$ cat src/verilog/uoc_pkg.sv
/*
 * Constants of the interface mode and OTG power control registers:
 * register addresses, bit positions and reset values.
 * Assumes a ULPI register access layer that hands over decoded
 * addresses and data one access at a time.
 */
package uoc_pkg;

    localparam int ADDR_W = 6;
    localparam int DATA_W = 8;

    // Interface mode control: read at any of three, write/set/clear
    localparam logic [5:0] IMC_WRITE_ADDR = 6'h07;
    localparam logic [5:0] IMC_SET_ADDR   = 6'h08;
    localparam logic [5:0] IMC_CLEAR_ADDR = 6'h09;
    // OTG power control
    localparam logic [5:0] OPC_WRITE_ADDR = 6'h0a;
    localparam logic [5:0] OPC_SET_ADDR   = 6'h0b;
    localparam logic [5:0] OPC_CLEAR_ADDR = 6'h0c;

    localparam logic [7:0] IMC_RESET = 8'h00;
    localparam logic [7:0] OPC_RESET = 8'h06;
    localparam logic [7:0] READ_ZERO = 8'h00;

    // Interface mode control fields
    localparam int IMC_GUARD_DISABLE = 7;
    localparam int IMC_UNGATED       = 6;
    localparam int IMC_INVERT        = 5;
    localparam int IMC_CLOCK_KEEP_N  = 3;
    localparam int IMC_CARKIT        = 2;
    localparam int IMC_THREE_WIRE    = 1;
    localparam int IMC_SIX_WIRE      = 0;

    // OTG power control fields
    localparam int OPC_EXT_SELECT    = 7;
    localparam int OPC_POWER_SWITCH  = 6;
    localparam int OPC_CHARGE        = 4;
    localparam int OPC_DISCHARGE     = 3;
    localparam int OPC_MINUS_PD      = 2;
    localparam int OPC_PLUS_PD       = 1;
    localparam int OPC_ID_SENSE      = 0;

    // Kind of register write
    typedef enum logic [1:0] {
        UOC_OP_NONE  = 2'b00,
        UOC_OP_WRITE = 2'b01,
        UOC_OP_SET   = 2'b11,
        UOC_OP_CLEAR = 2'b10
    } uoc_op_e;

endpackage

$ cat src/verilog/uoc_control_regs.sv
/*
 * Interface mode control and OTG power control registers of a ULPI
 * OTG transceiver, with the pin conditioning they steer.
 * Assumes the ULPI protocol layer delivers one register access per
 * strobe, synchronous to clk, and that mode exit events come from
 * the serial/UART engines as one-cycle pulses.
 */
module uoc_control_regs
    import uoc_pkg::*;
(
    input  wire logic              clk,
    input  wire logic              resetn,
    // Register access from the ULPI protocol layer
    input  wire logic              reg_write,
    input  wire logic              reg_read,
    input  wire logic [ADDR_W-1:0] reg_addr,
    input  wire logic [DATA_W-1:0] reg_wdata,
    output logic      [DATA_W-1:0] reg_rdata,
    output logic                   reg_rdata_valid,
    // Device state
    input  wire logic              phy_active_n,
    input  wire logic              carkit_exit,
    input  wire logic              three_wire_exit,
    input  wire logic              six_wire_exit,
    input  wire logic              stp_in,
    input  wire logic              stp_expected,
    input  wire logic              fault_in,
    input  wire logic              vbus_valid_compare,
    // Conditioned outputs
    output logic                   stp_pullup_en,
    output logic                   data_pulldown_en,
    output logic                   link_released,
    output logic                   vbus_status,
    output logic                   serial_clock_on,
    output logic                   carkit_mode,
    output logic                   three_wire_serial_enable,
    output logic                   six_wire_serial_enable,
    output logic                   power_switch_out_n,
    output logic                   vbus_charge,
    output logic                   vbus_discharge,
    output logic                   minus_line_pulldown,
    output logic                   plus_line_pulldown,
    output logic                   id_sense_enable
);

    // Decode works on six address bits and whole bytes only
    if (ADDR_W != 6 || DATA_W != 8)
    begin
        $error("uoc_control_regs: unsupported bus widths");
    end

    function automatic logic [7:0] apply_op(input logic [7:0] old,
                                            input uoc_op_e    op,
                                            input logic [7:0] data);
        case (op)
            UOC_OP_WRITE: apply_op = data;
            UOC_OP_SET:   apply_op = old | data;
            UOC_OP_CLEAR: apply_op = old & ~data;
            default:      apply_op = old;
        endcase
    endfunction

    function automatic uoc_op_e decode_op(input logic [5:0] a,
                                          input logic [5:0] base);
        if (a == base)
            decode_op = UOC_OP_WRITE;
        else if (a == base + 6'h01)
            decode_op = UOC_OP_SET;
        else if (a == base + 6'h02)
            decode_op = UOC_OP_CLEAR;
        else
            decode_op = UOC_OP_NONE;
    endfunction

    ////////////////////////////////////////////////////////////////////
    // Register file

    logic [7:0] iface_mode;
    logic [7:0] otg_power;

    wire uoc_op_e    imc_op      = uoc_op_e'(reg_write ? decode_op(reg_addr, IMC_WRITE_ADDR)
                                             : UOC_OP_NONE);
    wire uoc_op_e    opc_op      = uoc_op_e'(reg_write ? decode_op(reg_addr, OPC_WRITE_ADDR)
                                             : UOC_OP_NONE);
    wire logic       imc_hit     = decode_op(reg_addr, IMC_WRITE_ADDR) != UOC_OP_NONE;
    wire logic       opc_hit     = decode_op(reg_addr, OPC_WRITE_ADDR) != UOC_OP_NONE;
    // Exits clear first so a write in the same cycle wins
    wire logic [7:0] exit_mask   = {5'b0_0000, carkit_exit, three_wire_exit,
                                    six_wire_exit};
    wire logic [7:0] next_iface  = apply_op(iface_mode & ~exit_mask, imc_op, reg_wdata);
    wire logic [7:0] next_otg    = apply_op(otg_power, opc_op, reg_wdata);
    wire logic [7:0] next_rdata  = imc_hit ? iface_mode
                                 : opc_hit ? otg_power : READ_ZERO;

    always_ff @(posedge clk)
    begin
        if (!resetn)
        begin
            iface_mode      <= IMC_RESET;
            otg_power       <= OPC_RESET;
            reg_rdata       <= READ_ZERO;
            reg_rdata_valid <= 1'b0;
        end
        else
        begin
            iface_mode      <= next_iface;
            otg_power       <= next_otg;
            reg_rdata       <= reg_read ? next_rdata : reg_rdata;
            reg_rdata_valid <= reg_read;
        end
    end

    ////////////////////////////////////////////////////////////////////
    // Pin conditioning

    wire logic guard_on     = !iface_mode[IMC_GUARD_DISABLE];
    // STP high with the link not asserting it means released pins
    wire logic stp_floating = stp_in && !stp_expected;
    wire logic complement   = fault_in ^ iface_mode[IMC_INVERT];
    wire logic indicator    = iface_mode[IMC_UNGATED] ? complement
                            : complement && vbus_valid_compare;
    wire logic next_status  = otg_power[OPC_EXT_SELECT] ? indicator
                            : vbus_valid_compare;
    // Multiple modes set is the link's fault; any one counts here
    wire logic alt_mode     = |iface_mode[IMC_CARKIT:IMC_SIX_WIRE];
    wire logic next_clk_on  = !(alt_mode && phy_active_n)
                            || iface_mode[IMC_CLOCK_KEEP_N];

    always_ff @(posedge clk)
    begin
        if (!resetn)
        begin
            stp_pullup_en      <= 1'b1;
            data_pulldown_en   <= 1'b0;
            link_released      <= 1'b0;
            vbus_status        <= 1'b0;
            serial_clock_on    <= 1'b1;
            power_switch_out_n <= 1'b1;
        end
        else
        begin
            stp_pullup_en      <= guard_on;
            data_pulldown_en   <= guard_on && stp_floating;
            link_released      <= guard_on && stp_floating;
            vbus_status        <= next_status;
            serial_clock_on    <= next_clk_on;
            power_switch_out_n <= !otg_power[OPC_POWER_SWITCH];
        end
    end

    // Straight copies of register bits, one flop later
    always_ff @(posedge clk)
    begin
        if (!resetn)
        begin
            carkit_mode              <= 1'b0;
            three_wire_serial_enable <= 1'b0;
            six_wire_serial_enable   <= 1'b0;
            vbus_charge              <= 1'b0;
            vbus_discharge           <= 1'b0;
            minus_line_pulldown      <= 1'b1;
            plus_line_pulldown       <= 1'b1;
            id_sense_enable          <= 1'b0;
        end
        else
        begin
            carkit_mode              <= iface_mode[IMC_CARKIT];
            three_wire_serial_enable <= iface_mode[IMC_THREE_WIRE];
            six_wire_serial_enable   <= iface_mode[IMC_SIX_WIRE];
            // Link owns the SRP timing before charging
            vbus_charge              <= otg_power[OPC_CHARGE];
            vbus_discharge           <= otg_power[OPC_DISCHARGE];
            minus_line_pulldown      <= otg_power[OPC_MINUS_PD];
            plus_line_pulldown       <= otg_power[OPC_PLUS_PD];
            id_sense_enable          <= otg_power[OPC_ID_SENSE];
        end
    end
endmodule

$ cat config.mk
export PLATFORM = sky130hd
export DESIGN_NAME = uoc_control_regs
export DESIGN_NICKNAME = d
export VERILOG_FILES = /design/src/verilog/uoc_pkg.sv /design/src/verilog/uoc_control_regs.sv
export SDC_FILE = /design/constraint.sdc
export NUM_CORES = 1
export LEC_CHECK = 0
export ABC_AREA = 1
export BUFFER_PORTS_ARGS = -buffer_cell sky130_fd_sc_hd__clkbuf_2
export CAP_MARGIN = 20
export CORE_MARGIN = 8
export CORE_UTILIZATION = 40
export DETAILED_ROUTE_END_ITERATION = 7
export PLACE_DENSITY = 0.67
export SYNTH_ARGS = -nofsm -noshare
export SYNTH_HDL_FRONTEND = slang
export SYNTH_SLANG_ARGS = --single-unit
export TNS_END_PERCENT = 100
$ cat constraint.sdc
create_clock -name clk -period 1.23 [get_ports clk]
set_clock_uncertainty 0.1 [all_clocks]
set_input_delay 0.0615 -clock clk [delete_from_list [all_inputs] [get_ports clk]]
set_output_delay 0.0615 -clock clk [all_outputs]
set_load 0.1 [all_outputs]
Word-level counts from Yosys, hierarchy flattened
Cells that the tools add are included.
W data, S select, Z words.
{ "totals": {"ff_bits": 38, "ram_bits": 0, "latchBits": 0, "wordCells": 64, "mem_bits_ro": 0, "memories": 0} }
{ "op_classes": {"reduce_logical": 13, "multipliers": 0, "shifts": 0, "eq_ne": 12, "div_mod_pow": 0, "magnitude_cmp": 0, "addsub": 0, "muxes": 14, "bitwise": 8} }
{ "op_table": {"columns": ["cell", "count"], "rows": [
  ["$pmux W8 S3", 2],
  ["$eq A6 B4 Y1 const B", 5],
  ["$and A8 B8 Y8", 3],
  ["$mux W2", 8],
  ["$mux W8", 2],
  ["$or A8 B8 Y8", 2],
  ["$eq A2 B2 Y1 const B", 4],
  ["$not A3 Y8", 1],
  ["$not A8 Y8", 1],
  ["$eq A6 B3 Y1 const B", 1],
  ["$eq A2 B1 Y1 const B", 2],
  ["$logic_and A1 B1 Y1", 4],
  ["$logic_not A1 Y1", 4],
  ["$reduce_bool A2 Y1", 2],
  ["$reduce_bool A3 Y1", 1],
  ["$reduce_or A3 Y1", 1],
  ["$mux W1", 2],
  ["$logic_or A1 B1 Y1", 1],
  ["$xor A1 B1 Y1", 1]
]} }

Logic depth before layout (Yosys ltp)
Gate-level depths: netlist of run 1.
{ "depth": {"depth_word": 7, "mapped_depth": 9, "depth_no_buf": 9} }

Worst setup path before layout of run 1
Ideal clock, no wire load.
{ "synth_timing": {"path_kind": "register to output", "startpoint": "register link_released", "endpoint": "output port link_released", "path_stages_with_launch": 2, "t_required_ns": 1.069, "path_buffers": 1, "path_slack_ns": -0.288, "arrival_time_ns": 1.356, "path_cell_list": "dfxtp_1 -> buf_4"} }
{ "synth_lines": {"columns": ["element", "line", "rtl"], "rows": [
  ["start: declaration", "uoc_control_regs.sv:32", "output logic link_released,"],
  ["start signal: assignment", "uoc_control_regs.sv:144", "link_released <= guard_on && stp_floating;"]
]} }
No word-level cell between the ends.

==> results of run 1 <==
## through the flow
stage	TNS [ps]	hold WS [ps]	setup WS, ps
2_1_floorplan	0	31.2	46.7
3_3_place_gp	-62.2	120	-12.4
3_5_place_dp	-171	124	-48.0
4_1_cts	0	6.66	204
5_1_grt	0	49.9	127
6_report	0	12.7	206
## kinds of logic (layout without fill, tap and decap cells)
logic type	Yosys count	in the layout	synth area share, %
flops	38	38	43.7
buf+inv	53	120	11.9
compound gates	12	12	4.31
simple gates	162	162	40.2
## sequential cells by signal (all words and copies together) (netlist names)
| name | count |
|---|---|
| carkit_mode | 1 |
| id_sense_enable | 1 |
| iface_mode | 8 |
| link_released | 1 |
| minus_line_pulldown | 1 |
| otg_power | 8 |
| plus_line_pulldown | 1 |
| power_switch_out_n | 1 |
| reg_rdata | 8 |
| reg_rdata_valid | 1 |
| serial_clock_on | 1 |
| six_wire_serial_enable | 1 |
| stp_pullup_en | 1 |
| three_wire_serial_enable | 1 |
| vbus_charge | 1 |
| vbus_discharge | 1 |
| vbus_status | 1 |
## placed cells by master (no fill, tap or decap), types with 4 or more instances in the layout
cell,netlist,routed
clkbuf_2,0,25
dfxtp_2,0,9
inv_1,43,43
buf_12,0,23
nand3_1,31,31
nor2_1,24,24
clkbuf_8,0,6
nand2_1,91,91
buf_4,1,7
dlygate4sd3_1,0,13
a21oi_1,9,9
nand4_1,4,4
dfxtp_1,38,29
## cell type report
type,instances,area [sq um],area share (%)
Clock inverter,2,12.5,0.474
Inverter,44,165,6.26
Clock buffer,6,82.6,3.13
Tap cell,52,65.1,2.46
Sequential cell,38,772,29.2
Multi-Input combinational cell,174,774,29.3
Timing Repair Buffer,68,768,29.1
## metal layers
| metal | global-route usage (%) | wire length [microns] | vias up |
|---|---|---|---|
| met4 | 5.44 | 93 | 0 |
| met1 | 14.2 | 1780 | 791 |
| met2 | 25.9 | 2310 | 59 |
| met5 | 0 | 0 | - |
| li1 | - | - | 936 |
| met3 | 3.83 | 316 | 7 |
## cell usage after synthesis, types with 2 or more instances
library cell   n  share of area, %
a21oi_1        9               2.6
nand2_1       91                20
or2_2          2              0.72
dfxtp_1       38                44
nand2_2        2              0.72
nor2_2         2              0.72
clkbuf_1       5               1.1
nand4_1        4               1.4
nand3_2        2               1.1
buf_2          3              0.86
inv_1         43               9.3
nand3_1       31               8.9
nor2_1        24               5.2
## worst max-delay path by stage
stage	startpoint	end	slack [ps]	cells past startpoint
detailed placement	reg_addr[5]	otg_power[3]	-50	7
global placement	reg_addr[5]	otg_power[1]	-10	7
floorplan	link_released	link_released	50	1
finish	link_released	data_pulldown_en	210	1
CTS	link_released	data_pulldown_en	200	1
global route	reg_addr[3]	otg_power[3]	130	8
## report_power, final
part / internal [mW] / leakage [nW] / switching [mW]
logic: 0.180 / 1.01 / 0.292
clock network: 0.450 / 0.0472 / 0.450
registers: 1.26 / 0.312 / 0.0224
==> results_dict.tcl, run 1 <==
set metrics [dict create \
    syn_to_final_growth_pct 51.6 \
    avgSynthCellArea_sq_um 6.57 \
    holdPathStages 5 \
    clock.fmax_mhz 976 \
    async_flop_share_pct 0 \
    p_total_mw 2.65 \
    core-area_sq_um 4260 \
    pin_count 49 \
    reg2reg_to "iface_mode[1]" \
    cts_max_path_buffers 2 \
    fin_crit_ps 1020 \
    critPathKind "register to output port" \
    worst_pin_slew_ps 362 \
    synth_edf_count 0 \
    postCtsSetupRepairBufs 0 \
    reg2reg_depth 6 \
    max_cap_violations 0 \
    ys_seq_elements 38 \
    crit_path_max_incr_delay_ps 380 \
    finalSetupViolCount 0 \
    die_y_microns 82.0 \
    dp.cells 363 \
    drc 0 \
    rows 24 \
    startpoint_type "register" \
    final_cells 384 \
    ir_worst_vdd_v 0.000494 \
    yosys_warnings 0 \
    diodes 0 \
    grt_pass1_vias 1705 \
    grt_pass1_wl_microns 7250 \
    rrSetupSlack_ps 260 \
    p_leak_nw 1.36 \
    postCtsHoldBufs 13 \
    vias 1793 \
    fill_cells 368 \
    min_from "resetn" \
    dieWidth_microns 82.0 \
    cts_tree "yes" \
    cts.clk_slew.worst_paths_ps 80 \
    final_cell_area_sq_um 2640 \
    clkLatencyLatePin_ps 290 \
    worstHoldEndpoint "reg_rdata[6]" \
    crit_path_end_kind "output port" \
    grt_overflow_total 0 \
    period_share_pct 83.3 \
    critPathMaxFanout 2 \
    hold_class "input pin to register" \
    status "complete, no violations" \
    reg2reg_from "iface_mode[1]" \
    cp_num_buf_inv 1 \
    clkSinkCount 38 \
    wire_per_inst_microns 11.7 \
    rsz0062_at_grt "no" \
    via_per_inst 4.67 \
    cts.repair.resized 0 \
    dieArea_sq_um 6720 \
    wl_microns 4490 \
    drive_gt1_share_pct 25.0 \
    antenna_found_initial 0 \
    numCtsBuffers 5 \
    netlist_instances 265 \
    start_util_pct 40.8 \
    crit_chain "buf_12" \
    crit_required_ps 1070 \
    track_usage_pct 13.9 \
    nets 357 \
    hold_viol_final 0 \
    syn-num-nets 291 \
    slew_headroom_pct 75.9 \
    yosys.cell_types.count 22 \
    cpMaxStageDelayCell "dfxtp_2" \
    power.density_nw_per_um2 1000 \
    grt_max_degree 25 \
    htree_num_levels 2 \
    place_hpwl_microns 3320 \
    seq_area_frac_synth_pct 43.7 \
    globalplace.congestion 0.860 \
    drtAntennaViolNets 0 \
    io_buffers 48 \
    dr.pass1.iters 4 \
    cpLargestDelayFamily "flip-flops" \
    placed_area_sq_um 2410 \
    cp.arrival_ps 860 \
    initialDrtViolationCount 119 \
    clock-root-buffer "clkbuf_8" \
    drv_slew 0 \
    syn_area_sq_um 1740 \
    utilization_pct 61.9 \
    synthFlopType "dfxtp_1" \
]
Power figures use the tool's default switching activity.
==> run 2, diff against run 1 <==
--- a/config.mk
+++ b/config.mk
@@ -5,13 +5,13 @@
 export SDC_FILE = /design/constraint.sdc
 export NUM_CORES = 1
 export LEC_CHECK = 0
-export ABC_AREA = 1
+export ABC_AREA = 0
 export BUFFER_PORTS_ARGS = -buffer_cell sky130_fd_sc_hd__clkbuf_2
 export CAP_MARGIN = 20
 export CORE_MARGIN = 8
 export CORE_UTILIZATION = 40
 export DETAILED_ROUTE_END_ITERATION = 7
-export PLACE_DENSITY = 0.67
+export PLACE_DENSITY = 0.71
 export SYNTH_ARGS = -nofsm -noshare
 export SYNTH_HDL_FRONTEND = slang
 export SYNTH_SLANG_ARGS = --single-unit
==> constraint.sdc (replaced) <==
create_clock -name clk -period 0.91 [get_ports clk]
set_clock_uncertainty 0.1 [all_clocks]
set_input_delay 0.0455 -clock clk [delete_from_list [all_inputs] [get_ports clk]]
set_output_delay 0.0455 -clock clk [all_outputs]
set_load 0.1 [all_outputs]
==> results_dict.tcl, run 2 <==
set metrics [dict create \
    track_usage_pct 16.2 \
    grt_overflow_total 0 \
    synth_common_cells "dfxtp_1 (38), nand2_1 (19), o21ai_0 (16)" \
    hold_class "input pin to register" \
    finalSetupViolCount 47 \
    grt_max_degree 18 \
    ir_worst_vdd_v 0.000932 \
    intPower_mw 2.59 \
    htree_num_levels 2 \
    drive_gt1_share_pct 58.7 \
    dp.cells 269 \
    wl_microns 4880 \
    synth.largest_area_cell "dfxtp_1" \
    vias 1613 \
    cts_tree "yes" \
    diodes 0 \
    clock-root-buffer "clkbuf_8" \
    grt_pass1_vias 1652 \
    cts_max_path_buffers 2 \
    startpoint_type "input pin" \
    max_cap_violations 0 \
    top_regs "iface_mode (8), otg_power (8), reg_rdata (8)" \
    place_hpwl_microns 3090 \
    globalplace.congestion 0.794 \
    pin_count 49 \
    nets 272 \
    yosys_warnings 0 \
    ys_seq_elements 38 \
    layout_common_cells "buf_4 (23), buf_12 (23), clkbuf_2 (21), nand2_1 (19), dfxtp_2 (19)" \
    rows 22 \
    p_sw_share_pct 27.3 \
    core-area_sq_um 3660 \
    rsz0062_at_grt "yes" \
    via_per_inst 5.47 \
    crit_path_end_kind "register" \
    power.density_nw_per_um2 1280 \
    fin_ws_ps -177 \
    final_cell_area_sq_um 2790 \
    dieWidth_microns 77.9 \
    syn-num-nets 188 \
    async_flop_share_pct 0 \
    holdWs_ps -100 \
    p_leak_nw 1.13 \
    numCtsBuffers 5 \
    p_comb_share_pct 18.8 \
    fin_crit_ps 1090 \
    clkSinkCount 38 \
    seq_area_frac_synth_pct 49.7 \
    drc 0 \
    slew_headroom_pct 79.5 \
    cts.clk_slew.worst_paths_ps 70 \
    netlist_instances 162 \
    hold_viol_final 3 \
    clkLatencyLatePin_ps 290 \
    net-switching-power_uw 975 \
    p_seq_share_pct 48.1 \
    start_util_pct 41.8 \
    dr.pass1.iters 4 \
    final_cells 295 \
    clock.fmax_mhz 920 \
    cp.arrival_ps 1210 \
    die_y_microns 77.9 \
    synth_top_area_share_pct 49.7 \
    antenna_found_initial 0 \
    postCtsHoldBufs 10 \
    yosys.cell_types.count 38 \
    dieArea_sq_um 6060 \
    violations "hold timing, setup timing" \
    clockPowerShare_pct 33.1 \
    critPathKind "input pin to register" \
    wire_per_inst_microns 16.5 \
    syn_to_final_growth_pct 82.4 \
    syn_area_sq_um 1530 \
    io_buffers 48 \
    synth_edf_count 0 \
    drv_slew 0 \
    placed_area_sq_um 2350 \
    crit_required_ps 1030 \
    drtAntennaViolNets 0 \
    critPathMaxFanout 8 \
    worst_pin_slew_ps 308 \
    period_share_pct 119 \
    synth_top_cells_by_area "dfxtp_1 (50%), a22oi_1 (5.4%), o21ai_0 (5.2%)" \
    status "complete, but fails checks" \
    initialDrtViolationCount 86 \
    synthFlopType "dfxtp_1" \
    yosysMostFrequentCell "dfxtp_1" \
    grt_pass1_wl_microns 7970 \
    avgSynthCellArea_sq_um 9.45 \
]
run 2: cell types whose count changed in the layout (fill, tap and decap cells not counted), sizes merged, moves of 11 or more:
| cell | change |
|---|---|
| nand2 | -74 |
| inv | -39 |
| nand3 | -32 |
| nor2 | -26 |
| buf | +23 |
| o21ai | +17 |
| a22oi | +11 |
run 2: area by class of cell:
type                    count  area [sq um]
repair buffers             85           942
multi-input cells         112           872
fillers                   229           867
flip-flops and latches     38           815
clock buffers               8          90.1
well taps                  48          60.1
inverters                   4          15.0
run 2: what timing repair did:
action                                 CTS  global route
endpoints found under the hold margin   17             1
pin swaps                               24            19
setup buffers                            5             3
setup endpoints to repair               48            49
gates resized for setup                 29            20
cloned                                   0             0
run 2: power by group through the flow:
stage,Clock (mW),Sequential (mW),Combinational (mW)
finish,1.18,1.71,0.669
floorplan,0,1.92,0.124
global route,1.26,1.72,0.703
detailed placement,0,1.75,0.564
global placement,0,1.75,0.557
CTS,1.19,1.71,0.635
run 2: logic make-up after synthesis:
kind of cell,share of synthesized area (%)
buffers and inverters,3.68
xor gates and xnor gates,0.572
and+or+nand+nor,17.8
AOI/OAI and AO/OA,25.0
DFF,49.7
muxes,3.27
run 2: layer usage:
| metal | part of all wire [%] | GRT usage [%] | up-vias |
|---|---|---|---|
| met5 | 0 | 0 | - |
| met4 | 3.3 | 8.87 | 0 |
| met3 | 6.0 | 4.72 | 16 |
| met2 | 51 | 27.7 | 67 |
| met1 | 40 | 17.5 | 758 |
| li1 | - | - | 772 |
run 2: metrics by stage:
step / worst slack (ps) / util, % / setup TNS [ps] / hold slack [ps] / power [mW]
5_1_grt: -209 / 76.3 / -5240 / -80.2 / 3.68
3_5_place_dp: -559 / 64.1 / -10940 / 107 / 2.32
2_1_floorplan: -361 / - / -5320 / 13.9 / 2.05
4_1_cts: -188 / 74.2 / -3960 / -103 / 3.54
6_report: -177 / 76.3 / -3730 / -100 / 3.56
3_3_place_gp: -503 / 64.1 / -10220 / 102 / 2.31
run 2: worst max-delay path, cell delays in order:
cell	delay [ps]
buf_8	110
nand3b_1	160
or4_4	460
o21a_4	270
o22ai_2	170
run 2: worst paths after layout:
path	from	endpoint	slack, ps	cells after the start
hold / removal	phy_active_n	serial_clock_on	-100	3
setup / recovery	reg_addr[2]	iface_mode[7]	-180	5
hold reg to reg	otg_power[6]	power_switch_out_n	320	1
setup reg to reg	iface_mode[0]	iface_mode[0]	-130	4
==> run 3, diff against run 2 <==
==> constraint.sdc (replaced) <==
create_clock -name clk -period 0.91 [get_ports clk]
set_clock_uncertainty 0.1 [all_clocks]
set_input_delay 0.091 -clock clk [delete_from_list [all_inputs] [get_ports clk]]
set_output_delay 0.091 -clock clk [all_outputs]
set_load 0.1 [all_outputs]
==> results_dict.tcl, run 3 (synthesis results as in run 2) <==
set metrics [dict create \
    status "complete, but fails checks" \
    violations "hold timing, setup timing" \
    drtAntennaViolNets 0 \
    clkSinkCount 38 \
    cpLargestDelayFamily "compound AO/OA/AOI/OAI gates" \
    cts_tree "yes" \
    cp.arrival_ps 1230 \
    grt_pass1_wl_microns 7780 \
    critPathMaxFanout 8 \
    top_regs "iface_mode (8), otg_power (8), reg_rdata (8)" \
    finalSetupTns_ps -6150 \
    wl_met3_microns 267 \
    drv_slew 0 \
    p_total_mw 4.16 \
    slew_headroom_pct 80.5 \
    drive_gt1_share_pct 55.8 \
    p_leak_nw 1.16 \
    crit_path_end_kind "register" \
    rows 22 \
    place_hpwl_microns 3080 \
    rrSetupSlack_ps -180 \
    core-area_sq_um 3660 \
    ir_worst_vdd_v 0.00118 \
    grt_overflow_total 0 \
    met2_length_microns 2570 \
    power.density_nw_per_um2 1480 \
    htree_num_levels 2 \
    wl_microns 4690 \
    fin_ws_ps -239 \
    track_usage_pct 15.8 \
    dr.pass1.iters 4 \
    final_cell_area_sq_um 2820 \
    clock.fmax_mhz 871 \
    max_cap_violations 0 \
    crit_chain "buf_8, buf_12, and2b_2, o2111a_2, o21ai_1, a221o_1" \
    dieArea_sq_um 6060 \
    vias 1567 \
    wl_met1_microns 1760 \
    clkLatencyLatePin_ps 290 \
    cpMaxStageDelayCell "a221o_1" \
    via_per_inst 5.24 \
    finalSetupViolCount 48 \
    period_share_pct 126 \
    worst_pin_slew_ps 293 \
    hold_class "input pin to register" \
    cts.clk_slew.worst_paths_ps 80 \
    pre_cts_ws_ps -597 \
    antenna_found_initial 0 \
    highest_layer "met4" \
    cp_num_buf_inv 2 \
    wire_per_inst_microns 15.7 \
    startpoint_type "input pin" \
    layout_common_cells "buf_4 (27), buf_12 (25), dfxtp_2 (23), clkbuf_2 (22), nand2_1 (19)" \
    fin_crit_ps 1150 \
    io_buffers 48 \
    initialDrtViolationCount 88 \
    crit_path_max_incr_delay_ps 310 \
    die_y_microns 77.9 \
    cts_max_path_buffers 2 \
    diodes 0 \
    numCtsBuffers 5 \
    grt_max_degree 18 \
    clock-root-buffer "clkbuf_8" \
    drc 0 \
    rsz0062_at_grt "yes" \
    crit_required_ps 990 \
    dieWidth_microns 77.9 \
    hold_viol_final 1 \
    holdWs_ps -52.2 \
    critPathKind "input pin to register" \
    placed_area_sq_um 2350 \
    grt_pass1_vias 1623 \
    pin_count 49 \
    mostFrequentLayoutCell "buf_4" \
    syn_to_final_growth_pct 84.0 \
    start_util_pct 41.8 \
    nets 276 \
    globalplace.congestion 0.828 \
]
==> run 3: cell types whose count changed in the layout (fill, tap and decap cells not counted), sizes merged <==
cell,change
buf,+1
bufinv,+2
dlygate4sd3,+1
==> run 3: final timing paths <==
| check | startpoint | end | cells past startpoint |
|---|---|---|---|
| max | reg_addr[2] | otg_power[2] | 6 |
| min | phy_active_n | serial_clock_on | 3 |
| max reg2reg | iface_mode[0] | iface_mode[0] | 4 |
| min reg2reg | otg_power[6] | power_switch_out_n | 1 |
==> run 3: through the flow <==
step	hold slack [ps]	instances	utilization (%)
final	-52.2	299	77.0
after CTS	-64.6	297	75.3
after global routing	-48.5	299	77.0
after floorplan	59.4	162	-
after detailed placement	156	272	64.3
after global placement	151	272	64.3
==> run 3: report_power, final <==
| part | internal [mW] | switching [mW] | leakage [nW] |
|---|---|---|---|
| combinational | 0.301 | 0.377 | 0.771 |
| clock | 1.17 | 0.585 | 0.0714 |
| sequential | 1.69 | 0.0309 | 0.315 |
| total | 3.16 | 0.992 | 1.16 |
==> run 3: worst register-to-register path, stage by stage, from the launching register on <==
cell	delay [ps]
dfxtp_1	370
nand2_1	110
nor3b_1	270
a22oi_2	100
o21ai_1	90
==> run 3: timing repair <==
action | CTS | global route
setup endpoints to repair | 48 | 49
hold buffers | 10 | 1
pin swaps | 22 | 14
gates cloned | 0 | 0
setup buffers | 7 | 1
resized for setup | 22 | 13
endpoints found under the hold margin | 16 | 2
==> run 3: final cells by class <==
class                      count  area (sq um)
timing repair buffer          89           977
fill                         220           843
multi-input combinational    112           826
sequential                    38           797
clock buffer                   6          82.6
clock inverter                 2          60.1
tap                           48          60.1
inverter                       4          15.0
==> run 3: routing by layer <==
metal / track usage [%] / vias to the layer above
met2: 28.2 / 53
met1: 16.7 / 731
met5: 0 / -
met4: 8.11 / 0
met3: 4.26 / 6
li1: - / 777
